File: config.mk
export PLATFORM = sky130hd
export DESIGN_NAME = sps_seq
export DESIGN_NICKNAME = d
export VERILOG_FILES = /design/src/sps_pkg.sv /design/src/sps_sync.sv /design/src/sps_timer.sv /design/src/sps_seq.sv
export SDC_FILE = /design/constraint.sdc
export NUM_CORES = 1
export LEC_CHECK = 0
export BUFFER_PORTS_ARGS = -buffer_cell sky130_fd_sc_hd__buf_2
export CAP_MARGIN = 0
export CORE_MARGIN = 5
export CORE_UTILIZATION = 38
export CTS_CLUSTER_SIZE = 12
export DETAILED_ROUTE_END_ITERATION = 10
export PLACE_DENSITY = 0.53
export SLEW_MARGIN = 20
export SYNTH_ARGS = -nofsm -noshare
export SYNTH_HDL_FRONTEND = slang
export SYNTH_SLANG_ARGS = --single-unit
File: constraint.sdc
create_clock -name pclk -period 3.7 [get_ports pclk]
set_input_delay 0.37 -clock pclk [delete_from_list [all_inputs] [get_ports pclk]]
set_output_delay 0.37 -clock pclk [all_outputs]
set_load 0.02 [all_outputs]
File: src/sps_pkg.sv
package sps_pkg;
    // register byte offsets
    localparam logic [11:0] SPS_CTRL_OFS   = 12'h000;
    localparam logic [11:0] SPS_D1LOW_OFS  = 12'h004;
    localparam logic [11:0] SPS_D2HOLD_OFS = 12'h008;
    localparam logic [11:0] SPS_D2LOW_OFS  = 12'h00C;
    localparam logic [11:0] SPS_CSET_OFS   = 12'h010;
    localparam logic [11:0] SPS_USET_OFS   = 12'h014;
    localparam logic [11:0] SPS_RETX_OFS   = 12'h018;
    localparam logic [11:0] SPS_STAT_OFS   = 12'h01C;
    // control field positions
    localparam int SPS_CTRL_D1PD  = 0;
    localparam int SPS_CTRL_D2PD  = 1;
    localparam int SPS_CTRL_REQ   = 2;
    localparam int SPS_CTRL_STOP  = 3;
    localparam int SPS_CTRL_DDRON = 4;
    // timing
    localparam int SPS_CLK_KHZ    = 25000;
    localparam int SPS_D1LOW_US   = 3000;
    localparam int SPS_D2HOLD_US  = 1000;
    localparam int SPS_D2LOW_US   = 2000;
    localparam int SPS_SETTLE_US  = 10;
    localparam int SPS_RETX_US    = 187;
    localparam logic [31:0] SPS_D1LOW_RST  = 32'(SPS_D1LOW_US * SPS_CLK_KHZ / 1000);
    localparam logic [31:0] SPS_D2HOLD_RST = 32'(SPS_D2HOLD_US * SPS_CLK_KHZ / 1000);
    localparam logic [31:0] SPS_D2LOW_RST  = 32'(SPS_D2LOW_US * SPS_CLK_KHZ / 1000);
    localparam logic [31:0] SPS_SET_RST    = 32'(SPS_SETTLE_US * SPS_CLK_KHZ / 1000);
    localparam logic [31:0] SPS_RETX_RST   = 32'(SPS_RETX_US * SPS_CLK_KHZ / 1000);
    // sequencer states
    typedef enum logic [3:0] {
        SPS_RUN     = 4'h0,
        SPS_HOLD    = 4'h1,
        SPS_LOWWAIT = 4'h2,
        SPS_OFF     = 4'h3,
        SPS_CUP     = 4'h4,
        SPS_CSET    = 4'h5,
        SPS_UUP     = 4'h6,
        SPS_USET    = 4'h7,
        SPS_STOPOFF = 4'h8
    } sps_state_t;
    // outputs toward the regulator ic
    typedef struct packed {
        logic core_domain_power_request;
        logic cpu_domain_power_request;
        logic delayed_cpu_reset_out;
    } sps_pwr_t;
endpackage

File: src/sps_sync.sv
`timescale 1ns/1ps
`default_nettype none
// two-flop synchroniser per bit
module sps_sync #(
    parameter int W = 1
) (
    // clock and reset
    input  wire logic         pclk,
    input  wire logic         presetn,
    // data
    input  wire logic [W-1:0] d,
    output logic      [W-1:0] q
);
    logic [W-1:0] meta_ff; // first stage, read only by q
    // sample then resample
    always_ff @(posedge pclk or negedge presetn) begin
        if (!presetn) begin
            meta_ff <= '0;
            q       <= '0;
        end else begin
            meta_ff <= d;
            q       <= meta_ff;
        end
    end
endmodule // sps_sync
`default_nettype wire

File: src/sps_timer.sv
`timescale 1ns/1ps
`default_nettype none
// down counter, one-cycle done pulse when it reaches one
module sps_timer (
    // clock and reset
    input  wire logic        pclk,
    input  wire logic        presetn,
    // control
    input  wire logic        start,
    input  wire logic [31:0] load,
    output logic             busy,
    output logic             done
);
    logic [31:0] cnt_ff;
    // a zero load still costs one cycle so done is always seen
    always_ff @(posedge pclk or negedge presetn) begin
        if (!presetn) begin
            cnt_ff <= 32'h0000_0000;
            busy   <= 1'b0;
            done   <= 1'b0;
        end else begin
            done <= 1'b0;
            if (start) begin
                cnt_ff <= load;
                busy   <= 1'b1;
            end else if (busy) begin
                if (cnt_ff <= 32'h0000_0001) begin
                    busy <= 1'b0;
                    done <= 1'b1;
                end else begin
                    cnt_ff <= cnt_ff - 32'h0000_0001;
                end
            end
        end
    end
endmodule // sps_timer
`default_nettype wire

File: src/sps_seq.sv
`timescale 1ns/1ps
`default_nettype none
// standby power sequencer: drives core and cpu power requests and delayed
// cpu reset to the regulator ic, with programmable timers over apb
module sps_seq
    import sps_pkg::*;
(
    // apb
    input  wire logic        pclk,
    input  wire logic        presetn,
    input  wire logic        psel,
    input  wire logic        penable,
    input  wire logic        pwrite,
    input  wire logic [11:0] paddr,
    input  wire logic [31:0] pwdata,
    output logic      [31:0] prdata,
    output logic             pready,
    output logic             pslverr,
    // wake sources and supply monitors (async pins)
    input  wire logic        wake_pin,
    input  wire logic        extended_interrupt_line_two,
    input  wire logic        wake_other,
    input  wire logic        core_supply_ready_threshold,
    input  wire logic        cpu_supply_ready_threshold,
    // system handshake
    input  wire logic        cpus_off,
    // regulator ic control inputs
    output logic             regulator_ctrl_input_one,
    output logic             regulator_ctrl_input_two,
    output logic             regulator_ctrl_input_three,
    // clock and cpu1 control
    output logic             clocks_enable,
    output logic             cpu1_reset_n,
    output logic             full_run_state
);
    // synchronised pins
    logic [5:0] pin_s;
    sps_sync #(.W(6)) u_sync (
        .pclk    (pclk),
        .presetn (presetn),
        .d       ({wake_pin, extended_interrupt_line_two, wake_other,
                   core_supply_ready_threshold, cpu_supply_ready_threshold, cpus_off}),
        .q       (pin_s)
    );
    wire fast_wake  = pin_s[5] | pin_s[4];   // pin or line two
    wire any_wake   = fast_wake | pin_s[3];
    wire core_rdy   = pin_s[2];
    wire cpu_rdy    = pin_s[1];
    wire cpus_gone  = pin_s[0];

    // registers
    logic [4:0]  ctrl_ff;
    logic [31:0] d1low_ff, d2hold_ff, d2low_ff, cset_ff, uset_ff, retx_ff;
    sps_state_t  st_ff, nxt_st;
    logic        wake_pend_ff, nxt_wake_pend;  // latched early wake
    logic        from_stop_ff;                 // wake path was low-voltage stop
    sps_pwr_t    pwr_ff, nxt_pwr;

    // apb decode, single-cycle answer
    wire acc   = psel & penable;
    wire wr    = acc & pwrite;
    function automatic logic hit(input logic [11:0] a, input logic [11:0] o);
        return a == o;
    endfunction
    wire mapped = hit(paddr, SPS_CTRL_OFS) | hit(paddr, SPS_D1LOW_OFS) |
                  hit(paddr, SPS_D2HOLD_OFS) | hit(paddr, SPS_D2LOW_OFS) |
                  hit(paddr, SPS_CSET_OFS) | hit(paddr, SPS_USET_OFS) |
                  hit(paddr, SPS_RETX_OFS) | hit(paddr, SPS_STAT_OFS);
    wire [31:0] stat_word = {22'h00_0000, wake_pend_ff, from_stop_ff, pwr_ff, st_ff, 1'b0};
    logic [31:0] rd_mux;
    always_comb begin
        rd_mux = 32'h0000_0000;
        case (paddr)
            SPS_CTRL_OFS:   rd_mux = {27'h000_0000, ctrl_ff};
            SPS_D1LOW_OFS:  rd_mux = d1low_ff;
            SPS_D2HOLD_OFS: rd_mux = d2hold_ff;
            SPS_D2LOW_OFS:  rd_mux = d2low_ff;
            SPS_CSET_OFS:   rd_mux = cset_ff;
            SPS_USET_OFS:   rd_mux = uset_ff;
            SPS_RETX_OFS:   rd_mux = retx_ff;
            SPS_STAT_OFS:   rd_mux = stat_word;
            default:        rd_mux = 32'h0000_0000;
        endcase
    end

    // timers: d1 min-low, d2 hold-off, d2 min-low, settle (shared)
    logic t1_start, t2_start, t3_start, ts_start;
    logic t1_busy, t2_busy, t3_busy, ts_busy;
    logic t1_done, t2_done, t3_done, ts_done;
    logic [31:0] ts_load;
    sps_timer u_d1low (.pclk(pclk), .presetn(presetn), .start(t1_start),
                       .load(d1low_ff), .busy(t1_busy), .done(t1_done));
    sps_timer u_d2hold (.pclk(pclk), .presetn(presetn), .start(t2_start),
                        .load(d2hold_ff), .busy(t2_busy), .done(t2_done));
    sps_timer u_d2low (.pclk(pclk), .presetn(presetn), .start(t3_start),
                       .load(d2low_ff), .busy(t3_busy), .done(t3_done));
    sps_timer u_settle (.pclk(pclk), .presetn(presetn), .start(ts_start),
                        .load(ts_load), .busy(ts_busy), .done(ts_done));
    wire unused_done = t1_done | t3_done;

    wire lows_busy  = t1_busy | t3_busy;
    wire req_ctrl   = ctrl_ff[SPS_CTRL_REQ];
    wire pd_ok      = ctrl_ff[SPS_CTRL_D1PD] & ctrl_ff[SPS_CTRL_D2PD];
    wire wake_seen  = any_wake | wake_pend_ff;

    // sequencer next state
    always_comb begin
        nxt_st        = st_ff;
        nxt_pwr       = pwr_ff;
        nxt_wake_pend = wake_pend_ff | (any_wake & lows_busy);
        t1_start      = 1'b0;
        t2_start      = 1'b0;
        t3_start      = 1'b0;
        ts_start      = 1'b0;
        ts_load       = cset_ff;
        case (st_ff)
            SPS_RUN: begin
                nxt_wake_pend = 1'b0;
                if (req_ctrl && pd_ok && cpus_gone) begin
                    nxt_pwr.cpu_domain_power_request = 1'b0;
                    nxt_pwr.delayed_cpu_reset_out    = 1'b0;
                    t1_start = 1'b1;
                    if (ctrl_ff[SPS_CTRL_STOP]) begin
                        nxt_pwr.core_domain_power_request = 1'b0;
                        nxt_st = SPS_STOPOFF;
                    end else begin
                        t2_start = 1'b1;
                        nxt_st   = SPS_HOLD;
                    end
                end
            end
            SPS_HOLD: begin
                if (t2_done) begin
                    nxt_pwr.core_domain_power_request = 1'b0;
                    t3_start = 1'b1;
                    nxt_st   = SPS_LOWWAIT;
                end
            end
            SPS_LOWWAIT, SPS_OFF: begin
                // wake held off until both min-low timers end
                if (!lows_busy && wake_seen) begin
                    nxt_pwr.core_domain_power_request = 1'b1;
                    nxt_wake_pend = 1'b0;
                    nxt_st = SPS_CUP;
                end else if (!lows_busy) begin
                    nxt_st = SPS_OFF;
                end
            end
            SPS_STOPOFF: begin
                if (!lows_busy && wake_seen) begin
                    nxt_wake_pend = 1'b0;
                    nxt_pwr.core_domain_power_request = 1'b1;
                    if (fast_wake) begin
                        // both requests together, retention time applied later as the minimum cpu settle
                        nxt_pwr.cpu_domain_power_request = 1'b1;
                        nxt_pwr.delayed_cpu_reset_out    = 1'b1;
                        nxt_st = SPS_UUP;
                    end else begin
                        ts_start = 1'b1;
                        ts_load  = retx_ff;
                        nxt_st   = SPS_CSET;
                    end
                end
            end
            SPS_CUP: begin
                if (core_rdy) begin
                    ts_start = 1'b1;
                    nxt_st   = SPS_CSET;
                end
            end
            SPS_CSET: begin
                if (ts_done) begin
                    nxt_pwr.cpu_domain_power_request = 1'b1;
                    nxt_pwr.delayed_cpu_reset_out    = 1'b1;
                    nxt_st = SPS_UUP;
                end
            end
            SPS_UUP: begin
                if (cpu_rdy) begin
                    ts_start = 1'b1;
                    ts_load  = (from_stop_ff && uset_ff < retx_ff) ? retx_ff : uset_ff;
                    nxt_st   = SPS_USET;
                end
            end
            SPS_USET: begin
                if (ts_done) begin
                    nxt_st = SPS_RUN;
                end
            end
            default: nxt_st = SPS_RUN;
        endcase
    end

    // state, wake latch and outputs
    always_ff @(posedge pclk or negedge presetn) begin
        if (!presetn) begin
            st_ff        <= SPS_RUN;
            pwr_ff       <= 3'b111;
            wake_pend_ff <= 1'b0;
            from_stop_ff <= 1'b0;
        end else begin
            st_ff        <= nxt_st;
            pwr_ff       <= nxt_pwr;
            wake_pend_ff <= nxt_wake_pend;
            if (st_ff == SPS_RUN && nxt_st != SPS_RUN) begin
                from_stop_ff <= (nxt_st == SPS_STOPOFF);
            end
        end
    end

    // pins and cpu control from flops
    always_ff @(posedge pclk or negedge presetn) begin
        if (!presetn) begin
            regulator_ctrl_input_one   <= 1'b1;
            regulator_ctrl_input_two   <= 1'b1;
            regulator_ctrl_input_three <= 1'b1;
            clocks_enable              <= 1'b1;
            cpu1_reset_n               <= 1'b1;
            full_run_state             <= 1'b1;
        end else begin
            regulator_ctrl_input_one   <= nxt_pwr.core_domain_power_request;
            regulator_ctrl_input_two   <= nxt_pwr.cpu_domain_power_request;
            regulator_ctrl_input_three <= nxt_pwr.delayed_cpu_reset_out;
            clocks_enable              <= nxt_pwr.cpu_domain_power_request;
            // cpu1 held in reset until it reboots from boot rom
            cpu1_reset_n               <= (nxt_st == SPS_RUN);
            full_run_state             <= (nxt_st == SPS_RUN);
        end
    end

    // register writes; request bit self-clears once entry starts
    always_ff @(posedge pclk or negedge presetn) begin
        if (!presetn) begin
            ctrl_ff   <= 5'h00;
            d1low_ff  <= SPS_D1LOW_RST;
            d2hold_ff <= SPS_D2HOLD_RST;
            d2low_ff  <= SPS_D2LOW_RST;
            cset_ff   <= SPS_SET_RST;
            uset_ff   <= SPS_SET_RST;
            retx_ff   <= SPS_RETX_RST;
        end else begin
            if (wr && hit(paddr, SPS_CTRL_OFS))   ctrl_ff   <= pwdata[4:0];
            else if (st_ff == SPS_RUN && nxt_st != SPS_RUN)
                ctrl_ff[SPS_CTRL_REQ] <= 1'b0;
            if (wr && hit(paddr, SPS_D1LOW_OFS))  d1low_ff  <= pwdata;
            if (wr && hit(paddr, SPS_D2HOLD_OFS)) d2hold_ff <= pwdata;
            if (wr && hit(paddr, SPS_D2LOW_OFS))  d2low_ff  <= pwdata;
            if (wr && hit(paddr, SPS_CSET_OFS))   cset_ff   <= pwdata;
            if (wr && hit(paddr, SPS_USET_OFS))   uset_ff   <= pwdata;
            if (wr && hit(paddr, SPS_RETX_OFS))   retx_ff   <= pwdata;
        end
    end

    // apb answer: registered, one wait state-free access phase
    always_ff @(posedge pclk or negedge presetn) begin
        if (!presetn) begin
            prdata  <= 32'h0000_0000;
            pready  <= 1'b0;
            pslverr <= 1'b0;
        end else begin
            pready  <= psel & ~penable;
            pslverr <= psel & ~penable & ~mapped;
            prdata  <= (psel & ~penable & ~pwrite) ? rd_mux : 32'h0000_0000;
        end
    end
endmodule // sps_seq
`default_nettype wire

==> reports/metrics.csv, run 1 <==
metric,value,unit
Synth Instances,1942,
transition time at the pin with the least slew margin,0.976,ns
final weighted congestion of routability-driven global placement,0.920,
final max-slew violation count,0,
async set-reset flop share out of synthesis,1.00,
RSZ-0062 raised after global routing,no,
routed via count,16100,
pin count of the biggest net entering global routing,112,
number of global-route vias before repair,15700,
Hold Fails Final Rpt,0,
worst min-delay path class,input pin to flip-flop,
share of layout cells above drive strength 1,0.241,
Critical path buffers and inverters,2,
Slew HR,0.350,
pre-CTS worst setup slack,0.636,ns
highest ir drop seen on vdd,0.283,mV
outcome,finished clean,
main flop type after synthesis,sky130_fd_sc_hd__dfrtp_1,
cell family contributing the most delay on the critical path,simple AND/OR/NAND/NOR gates,
number of iterations in the first detailed-routing pass,8,
Critical Path End Type,flip-flop,
maximum root-to-sink buffer count,3,
clock buffers created by TritonCTS,43,
iteration-0 DRC count of the detailed router,1668,
count of maximum capacitance violations,0,
drc violations,0,
syn nets,2036,
"Min Clock Period, post-route",3.10,ns
floorplan die width,239,um
sum of negative setup slack,0,ns
CP Launch Point,retx_ff[26],
timing-limited maximum frequency,0.323,GHz
Detail Route Antenna Nets,0,
Synth Area per Inst,10.3,um2
clock tree from TritonCTS,yes,
startpoint of the most critical register-to-register path,retx_ff[26],
number of enable flip-flop cells after synthesis,0,
post-DR vias/cell,5.86,
Placed Cells incl. Taps,2654,
Seq cells post-synth,386,
Site Rows,84,
clock latency at the later pin of the worst-skew pair,0.58,ns
Non-Filler Instances,2742,
Sink Count,386,
WL per Instance,23.6,um
clock transition at the register clock pins on the worst setup and hold paths after CTS,0.06,ns
sum of overflow across all layers after global routing,0,
net count of the finished layout,2112,
wire length of the first global-routing pass,98800,um
Die Area,57300,um2
worst setup skew after layout,0.0151,ns
cell-by-cell trace of the critical path,inv_1 > ha_1 > nand4_1 > nor4_1 > nand2_1 > a31oi_1 > nor3_2 > buf_12 > mux2i_1 > a21boi_0 > a221o_1,
post-cts resize count,0,
fill cell count,4996,
count of buffers added by post-CTS timing repair for setup,0,
kind of critical path,flip-flop to flip-flop,
Layout Area Growth over Synthesis,14.0,%
static leakage power,10.5,nW
Post-Synthesis Cell Area,20000,um2
CORE AREA,52300,um2
Worst setup SP type,flip-flop,
Initial Util,0.382,
Finish-stage setup viols,0,
wire length reported by the detailed router,64600,um
half-perimeter wire length after placement,47100,um
aggregate global-route resource usage,0.223,
signal arrival time at the worst endpoint,3.56,ns
share of the clock period used by the worst path after layout,0.837,
library cells used by synthesis,77,
root buffer cell,sky130_fd_sc_hd__clkbuf_16,
hold slack final,0.146,ns
min-delay src,pwdata[11],
htree depth,2,
post-route setup slack,0.602,ns
peak per-stage delay on the critical path,0.53,ns
Worst Path Required,4.16,ns
I/O pin total,95,
number of antenna violations at the first check in global routing,1,
CP max stage cell,sky130_fd_sc_hd__nor4_1,
CP Max Fanout,34,
Synthesis Warnings,0,
power per standard cell area,381,nW/um2
share of synthesized area occupied by flip-flops and latches,0.485,
die boundary height,239,um
number of input and output port buffers inserted,94,
==> stage by stage <==
step	utilization	power, W	cell area [um2]
final	0.436	0.00870	22800
after global routing	0.436	0.00900	22800
after CTS	0.436	0.00880	22800
after detailed placement	0.408	0.00455	21400
after global placement	0.408	0.00455	21400
after floorplan	-	0.00435	20000
==> worst register-to-register path, cell delays in order (launching register included) <==
cell	delay (ns)
sky130_fd_sc_hd__dfrtp_1	0.46
sky130_fd_sc_hd__inv_1	0.07
sky130_fd_sc_hd__ha_1	0.33
sky130_fd_sc_hd__nand4_1	0.13
sky130_fd_sc_hd__nor4_1	0.53
sky130_fd_sc_hd__nand2_1	0.25
sky130_fd_sc_hd__a31oi_1	0.23
sky130_fd_sc_hd__nor3_2	0.07
sky130_fd_sc_hd__buf_12	0.21
sky130_fd_sc_hd__mux2i_1	0.27
sky130_fd_sc_hd__a21boi_0	0.13
sky130_fd_sc_hd__a221o_1	0.31
==> cell usage after synthesis (5+ instances only) <==
| master | instances | share of area |
|---|---|---|
| sky130_fd_sc_hd__ha_1 | 39 | 0.024 |
| sky130_fd_sc_hd__o21ai_0 | 151 | 0.038 |
| sky130_fd_sc_hd__nor4_1 | 27 | 0.0084 |
| sky130_fd_sc_hd__nand3_1 | 21 | 0.0053 |
| sky130_fd_sc_hd__xor2_1 | 17 | 0.0074 |
| sky130_fd_sc_hd__or4_1 | 13 | 0.0049 |
| sky130_fd_sc_hd__a2bb2oi_1 | 14 | 0.0061 |
| sky130_fd_sc_hd__nand2b_1 | 14 | 0.0044 |
| sky130_fd_sc_hd__a211oi_1 | 22 | 0.0083 |
| sky130_fd_sc_hd__or3_1 | 25 | 0.0078 |
| sky130_fd_sc_hd__a221oi_1 | 10 | 0.0044 |
| sky130_fd_sc_hd__a31oi_1 | 20 | 0.0063 |
| sky130_fd_sc_hd__clkbuf_1 | 86 | 0.016 |
| sky130_fd_sc_hd__a21oi_1 | 131 | 0.033 |
| sky130_fd_sc_hd__a222oi_1 | 35 | 0.018 |
| sky130_fd_sc_hd__xnor2_1 | 54 | 0.024 |
| sky130_fd_sc_hd__a221o_1 | 6 | 0.0030 |
| sky130_fd_sc_hd__nor2b_1 | 7 | 0.0022 |
| sky130_fd_sc_hd__and3_1 | 6 | 0.0019 |
| sky130_fd_sc_hd__dfstp_2 | 40 | 0.053 |
| sky130_fd_sc_hd__a22o_1 | 12 | 0.0053 |
| sky130_fd_sc_hd__buf_2 | 10 | 0.0025 |
| sky130_fd_sc_hd__inv_1 | 51 | 0.0096 |
| sky130_fd_sc_hd__nand2_1 | 178 | 0.033 |
| sky130_fd_sc_hd__dfrtp_1 | 346 | 0.43 |
| sky130_fd_sc_hd__o21a_1 | 8 | 0.0030 |
| sky130_fd_sc_hd__mux2_2 | 208 | 0.12 |
| sky130_fd_sc_hd__o211ai_1 | 11 | 0.0041 |
| sky130_fd_sc_hd__nor2_1 | 124 | 0.023 |
| sky130_fd_sc_hd__mux2i_1 | 39 | 0.020 |
| sky130_fd_sc_hd__o22a_1 | 5 | 0.0022 |
| sky130_fd_sc_hd__o22ai_1 | 7 | 0.0022 |
| sky130_fd_sc_hd__or2_2 | 13 | 0.0041 |
| sky130_fd_sc_hd__buf_1 | 19 | 0.0036 |
| sky130_fd_sc_hd__nand4_1 | 5 | 0.0016 |
| sky130_fd_sc_hd__o21ai_1 | 11 | 0.0028 |
| sky130_fd_sc_hd__a22oi_1 | 15 | 0.0056 |
| sky130_fd_sc_hd__nor4b_1 | 5 | 0.0022 |
| sky130_fd_sc_hd__nor3_1 | 59 | 0.015 |
==> layer usage <==
layer | wire length [um] | GRT usage | share of wire | vias up
met5 | 13 | 0 | 0.00020 | -
met4 | 1670 | 0.0590 | 0.026 | 2
met3 | 4760 | 0.0545 | 0.074 | 101
met2 | 28500 | 0.331 | 0.44 | 547
met1 | 29700 | 0.327 | 0.46 | 8130
li1 | - | - | - | 7277
==> what timing repair did <==
item | in CTS | in global routing
hold endpoints to repair | 44 | 0
endpoints found under the setup margin | 0 | 0
hold buffers | 7 | 0
==> power breakdown <==
| part | internal, W | switching (W) |
|---|---|---|
| registers | 0.00423 | 0.00000716 |
| logic | 0.0000527 | 0.000184 |
| clock network | 0.00243 | 0.00179 |
==> worst paths after layout <==
check,to,slack [ns],depth (start not counted)
worst max-delay path,u_settle.cnt_ff[19],0.60,11
worst min-delay path,cset_ff[11],0.15,2
worst max register to register,u_settle.cnt_ff[19],0.60,11
worst min register to register,u_sync.q[2],0.34,0
max in group asynchronous,u_d2hold.cnt_ff[18],2.31,3
min in group asynchronous,u_settle.cnt_ff[7],0.29,2
==> logic make-up (layout without fill, tap and decap cells) <==
kind of cell    count (synthesis)  count (layout)  share of synthesized area
buf+inv                       173             284                     0.0346
fa+ha+maj                      39              39                     0.0244
other cells                     0               1                          0
flops                         386             386                      0.485
mux                           247             247                      0.137
simple gates                  529             529                      0.128
xor+xnor                       71              71                     0.0311
compound gates                497             497                      0.160
==> placed cells by master (no fill, tap or decap), types with 7 or more instances in the layout <==
cell	Yosys	routed
sky130_fd_sc_hd__or4_1	13	13
sky130_fd_sc_hd__ha_1	39	39
sky130_fd_sc_hd__dlygate4sd3_1	0	7
sky130_fd_sc_hd__o21ai_1	11	11
sky130_fd_sc_hd__mux2_2	208	208
sky130_fd_sc_hd__inv_1	51	51
sky130_fd_sc_hd__a31oi_1	20	20
sky130_fd_sc_hd__clkbuf_16	0	44
sky130_fd_sc_hd__a211oi_1	22	22
sky130_fd_sc_hd__o21ai_0	151	151
sky130_fd_sc_hd__a2bb2oi_1	14	14
sky130_fd_sc_hd__o21a_1	8	8
sky130_fd_sc_hd__a22o_1	12	12
sky130_fd_sc_hd__buf_2	10	93
sky130_fd_sc_hd__dfstp_2	40	40
sky130_fd_sc_hd__a22oi_1	15	15
sky130_fd_sc_hd__nor3_1	59	55
sky130_fd_sc_hd__xnor2_1	54	54
sky130_fd_sc_hd__o22ai_1	7	7
sky130_fd_sc_hd__dfrtp_1	346	345
sky130_fd_sc_hd__mux2i_1	39	39
sky130_fd_sc_hd__a222oi_1	35	35
sky130_fd_sc_hd__clkinv_2	0	9
sky130_fd_sc_hd__o211ai_1	11	11
sky130_fd_sc_hd__buf_4	4	45
sky130_fd_sc_hd__nand2_1	178	178
sky130_fd_sc_hd__nor2_1	124	122
sky130_fd_sc_hd__or2_2	13	13
sky130_fd_sc_hd__nor4_1	27	25
sky130_fd_sc_hd__clkbuf_1	86	18
sky130_fd_sc_hd__xor2_1	17	17
sky130_fd_sc_hd__or3_1	25	24
sky130_fd_sc_hd__nand2b_1	14	14
sky130_fd_sc_hd__a221oi_1	10	10
sky130_fd_sc_hd__a21oi_1	131	131
sky130_fd_sc_hd__nand3_1	21	21
==> final cells by class <==
class	count	area, um2	area share
clock buffer	66	1220	0.0537
timing repair buffer	152	1010	0.0442
inverter	52	195	0.00856
clock inverter	14	138	0.00604
tap	688	861	0.0378
antenna	1	2.50	0.000110
sequential	386	9710	0.426
multi-input combinational	1383	9660	0.424
Note: power is estimated with default switching activity, not from simulation.
==> inputs of run 2 (changes only) <==
- clock period: 3.7 -> 3.1 ns (I/O delays scaled with it)
==> reports/metrics.csv, run 2 (same netlist as run 1, synthesis figures left out) <==
metric,value,unit,change
pin count of the biggest net entering global routing,85,,-24%
static leakage power,11.0,nW,+4.5%
cell family contributing the most delay on the critical path,simple AND/OR/NAND/NOR gates,,
Critical path buffers and inverters,3,,+1
post-DR vias/cell,5.79,,-1.1%
maximum root-to-sink buffer count,3,,unchanged
routed via count,16200,,+1.0%
I/O pin total,95,,unchanged
hold slack final,0.0534,ns,-0.0928 ns
register cell area after layout,9710,um2,unchanged
half-perimeter wire length after placement,48700,um,+3.3%
clock transition at the register clock pins on the worst setup and hold paths after CTS,0.06,ns,about the same
Die Area,57300,um2,unchanged
CORE AREA,52300,um2,unchanged
Critical Path End Type,flip-flop,,
clock latency at the later pin of the worst-skew pair,0.59,ns,about the same
antenna cells,0,,-1
CP max stage cell,sky130_fd_sc_hd__dfstp_2,,
Slew HR,0.478,,+0.128
sum of overflow across all layers after global routing,0,,unchanged
number of antenna violations at the first check in global routing,2,,+1
Detail Route Antenna Nets,0,,unchanged
drc violations,0,,unchanged
Sink Count,386,,unchanged
WL per Instance,23.5,um,-0.17%
wire length reported by the detailed router,65900,um,+2.0%
area occupied by multi-input gates,9680,um2,+0.17%
fill cell count,4843,,-3.1%
final max-slew violation count,0,,unchanged
Worst Path Required,3.60,ns,-0.56 ns
worst min-delay path class,input pin to flip-flop,,
signal arrival time at the worst endpoint,3.50,ns,-0.06 ns
transition time at the pin with the least slew margin,0.783,ns,-0.192 ns
"most common cell after layout, fill and taps aside",sky130_fd_sc_hd__dfrtp_1,,
timing-limited maximum frequency,0.333,GHz,+3.1%
highest ir drop seen on vdd,0.361,mV,+28%
share of layout cells above drive strength 1,0.270,,+0.0291
"top library cells by usage in the layout, fill and taps aside","sky130_fd_sc_hd__dfrtp_1 (345), sky130_fd_sc_hd__mux2_2 (208), sky130_fd_sc_hd__nand2_1 (178), sky130_fd_sc_hd__o21ai_0 (151), sky130_fd_sc_hd__a21oi_1 (131)",,
final weighted congestion of routability-driven global placement,0.897,,-2.6%
total power of the final layout,0.0111,W,+28%
CP Max Fanout,14,,-59%
count of maximum capacitance violations,0,,unchanged
kind of critical path,flip-flop to flip-flop,,
count of buffers added by post-CTS timing repair for setup,0,,unchanged
power per standard cell area,470,nW/um2,+23%
Worst setup SP type,flip-flop,,
floorplan die width,239,um,unchanged
aggregate global-route resource usage,0.225,,+0.00240
Site Rows,84,,unchanged
wire length of the first global-routing pass,100000,um,+1.2%
"Min Clock Period, post-route",3.00,ns,-0.0934 ns
cell-by-cell trace of the critical path,inv_1 > ha_1 > and4_1 > o211ai_1 > or4_1 > a31oi_1 > nor3_2 > buf_12 > buf_12 > mux2i_1 > a211oi_1 > a2bb2oi_1,,
Layout Area Growth over Synthesis,18.1,%,
number of global-route vias before repair,15800,,+0.43%
net count of the finished layout,2172,,+2.8%
number of input and output port buffers inserted,94,,unchanged
worst setup skew after layout,0.0147,ns,-0.000404 ns
root buffer cell,sky130_fd_sc_hd__clkbuf_16,,
clock buffers created by TritonCTS,45,,+4.7%
outcome,finished clean,,
htree depth,2,,unchanged
iteration-0 DRC count of the detailed router,1536,,-7.9%
cell area after layout,23600,um2,+3.7%
Hold Fails Final Rpt,0,,unchanged
Finish-stage setup viols,0,,unchanged
die boundary height,239,um,unchanged
Crit path top cell by count,sky130_fd_sc_hd__buf_12,,
cell area after placement,21900,um2,+2.6%
Initial Util,0.382,,unchanged
share of the clock period used by the worst path after layout,0.969,,+0.132
peak per-stage delay on the critical path,0.58,ns,+0.05 ns
sum of negative setup slack,0,ns,unchanged
clock tree from TritonCTS,yes,,
number of iterations in the first detailed-routing pass,7,,-1
[run 2: cell types whose count changed in the layout (fill, tap and decap cells not counted), moves of 3 or more]
cell and delta:
sky130_fd_sc_hd__buf_12 +10, sky130_fd_sc_hd__buf_4 +47, sky130_fd_sc_hd__bufinv_16 +3, sky130_fd_sc_hd__clkbuf_1 -14, sky130_fd_sc_hd__clkbuf_16 +4, sky130_fd_sc_hd__clkbuf_8 +9
[run 2: final timing paths]
| check | startpoint | endpoint | slack (ns) | cells after the start |
|---|---|---|---|---|
| worst max-delay path | retx_ff[12] | u_settle.cnt_ff[20] | 0.1 | 12 |
| worst min-delay path | penable | pready | 0.05 | 3 |
| worst max register to register | retx_ff[12] | u_settle.cnt_ff[20] | 0.1 | 12 |
| worst min register to register | u_sync.meta_ff[4] | u_sync.q[4] | 0.34 | 0 |
| max in group asynchronous | presetn | d2hold_ff[22] | 1.76 | 3 |
| min in group asynchronous | presetn | u_settle.cnt_ff[5] | 0.32 | 2 |
[run 2: stage by stage]
| stage | utilization | setup slack [ns] | instances |
|---|---|---|---|
| 2_1_floorplan | - | 0.365 | 1942 |
| 3_3_place_gp | 0.419 | 0.136 | 2711 |
| 3_5_place_dp | 0.419 | 0.118 | 2711 |
| 4_1_cts | 0.451 | 0.112 | 2801 |
| 5_1_grt | 0.452 | -0.00524 | 2801 |
| 6_report | 0.452 | 0.0955 | 2801 |
[run 2: tightest hold or removal path, stage by stage]
cell	delay, ns
sky130_fd_sc_hd__buf_2	0.09
sky130_fd_sc_hd__nand2b_1	0.15
sky130_fd_sc_hd__inv_1	0.05
[run 2: metal layers]
layer | vias to the layer above | GRT usage | part of all wire | routed length, um
met5 | - | 0 | 0 | 0
met4 | 0 | 0.0583 | 0.020 | 1350
met3 | 85 | 0.0395 | 0.065 | 4310
met2 | 553 | 0.344 | 0.45 | 29600
met1 | 8189 | 0.333 | 0.47 | 30700
li1 | 7394 | - | - | -
[run 2: cell type report]
| type | count | area share |
|---|---|---|
| clock buffers | 65 | 0.0590 |
| clock inverters | 17 | 0.00942 |
| inverters | 52 | 0.00826 |
| multi-input cells | 1383 | 0.409 |
| flip-flops and latches | 386 | 0.411 |
| well taps | 688 | 0.0364 |
| repair buffers | 210 | 0.0665 |
[run 2: what timing repair did]
item,4_1_cts,5_1_grt
setup endpoints to repair,0,8
endpoints found under the hold margin,69,0
hold buffers,8,0
resized for setup,0,3
[run 2: report_power, final]
| part | internal, W | switching (W) | total (W) |
|---|---|---|---|
| Sequential | 0.00505 | 0.00000814 | 0.00506 |
| Clock | 0.00354 | 0.00222 | 0.00576 |
| Combinational | 0.0000731 | 0.000224 | 0.000297 |
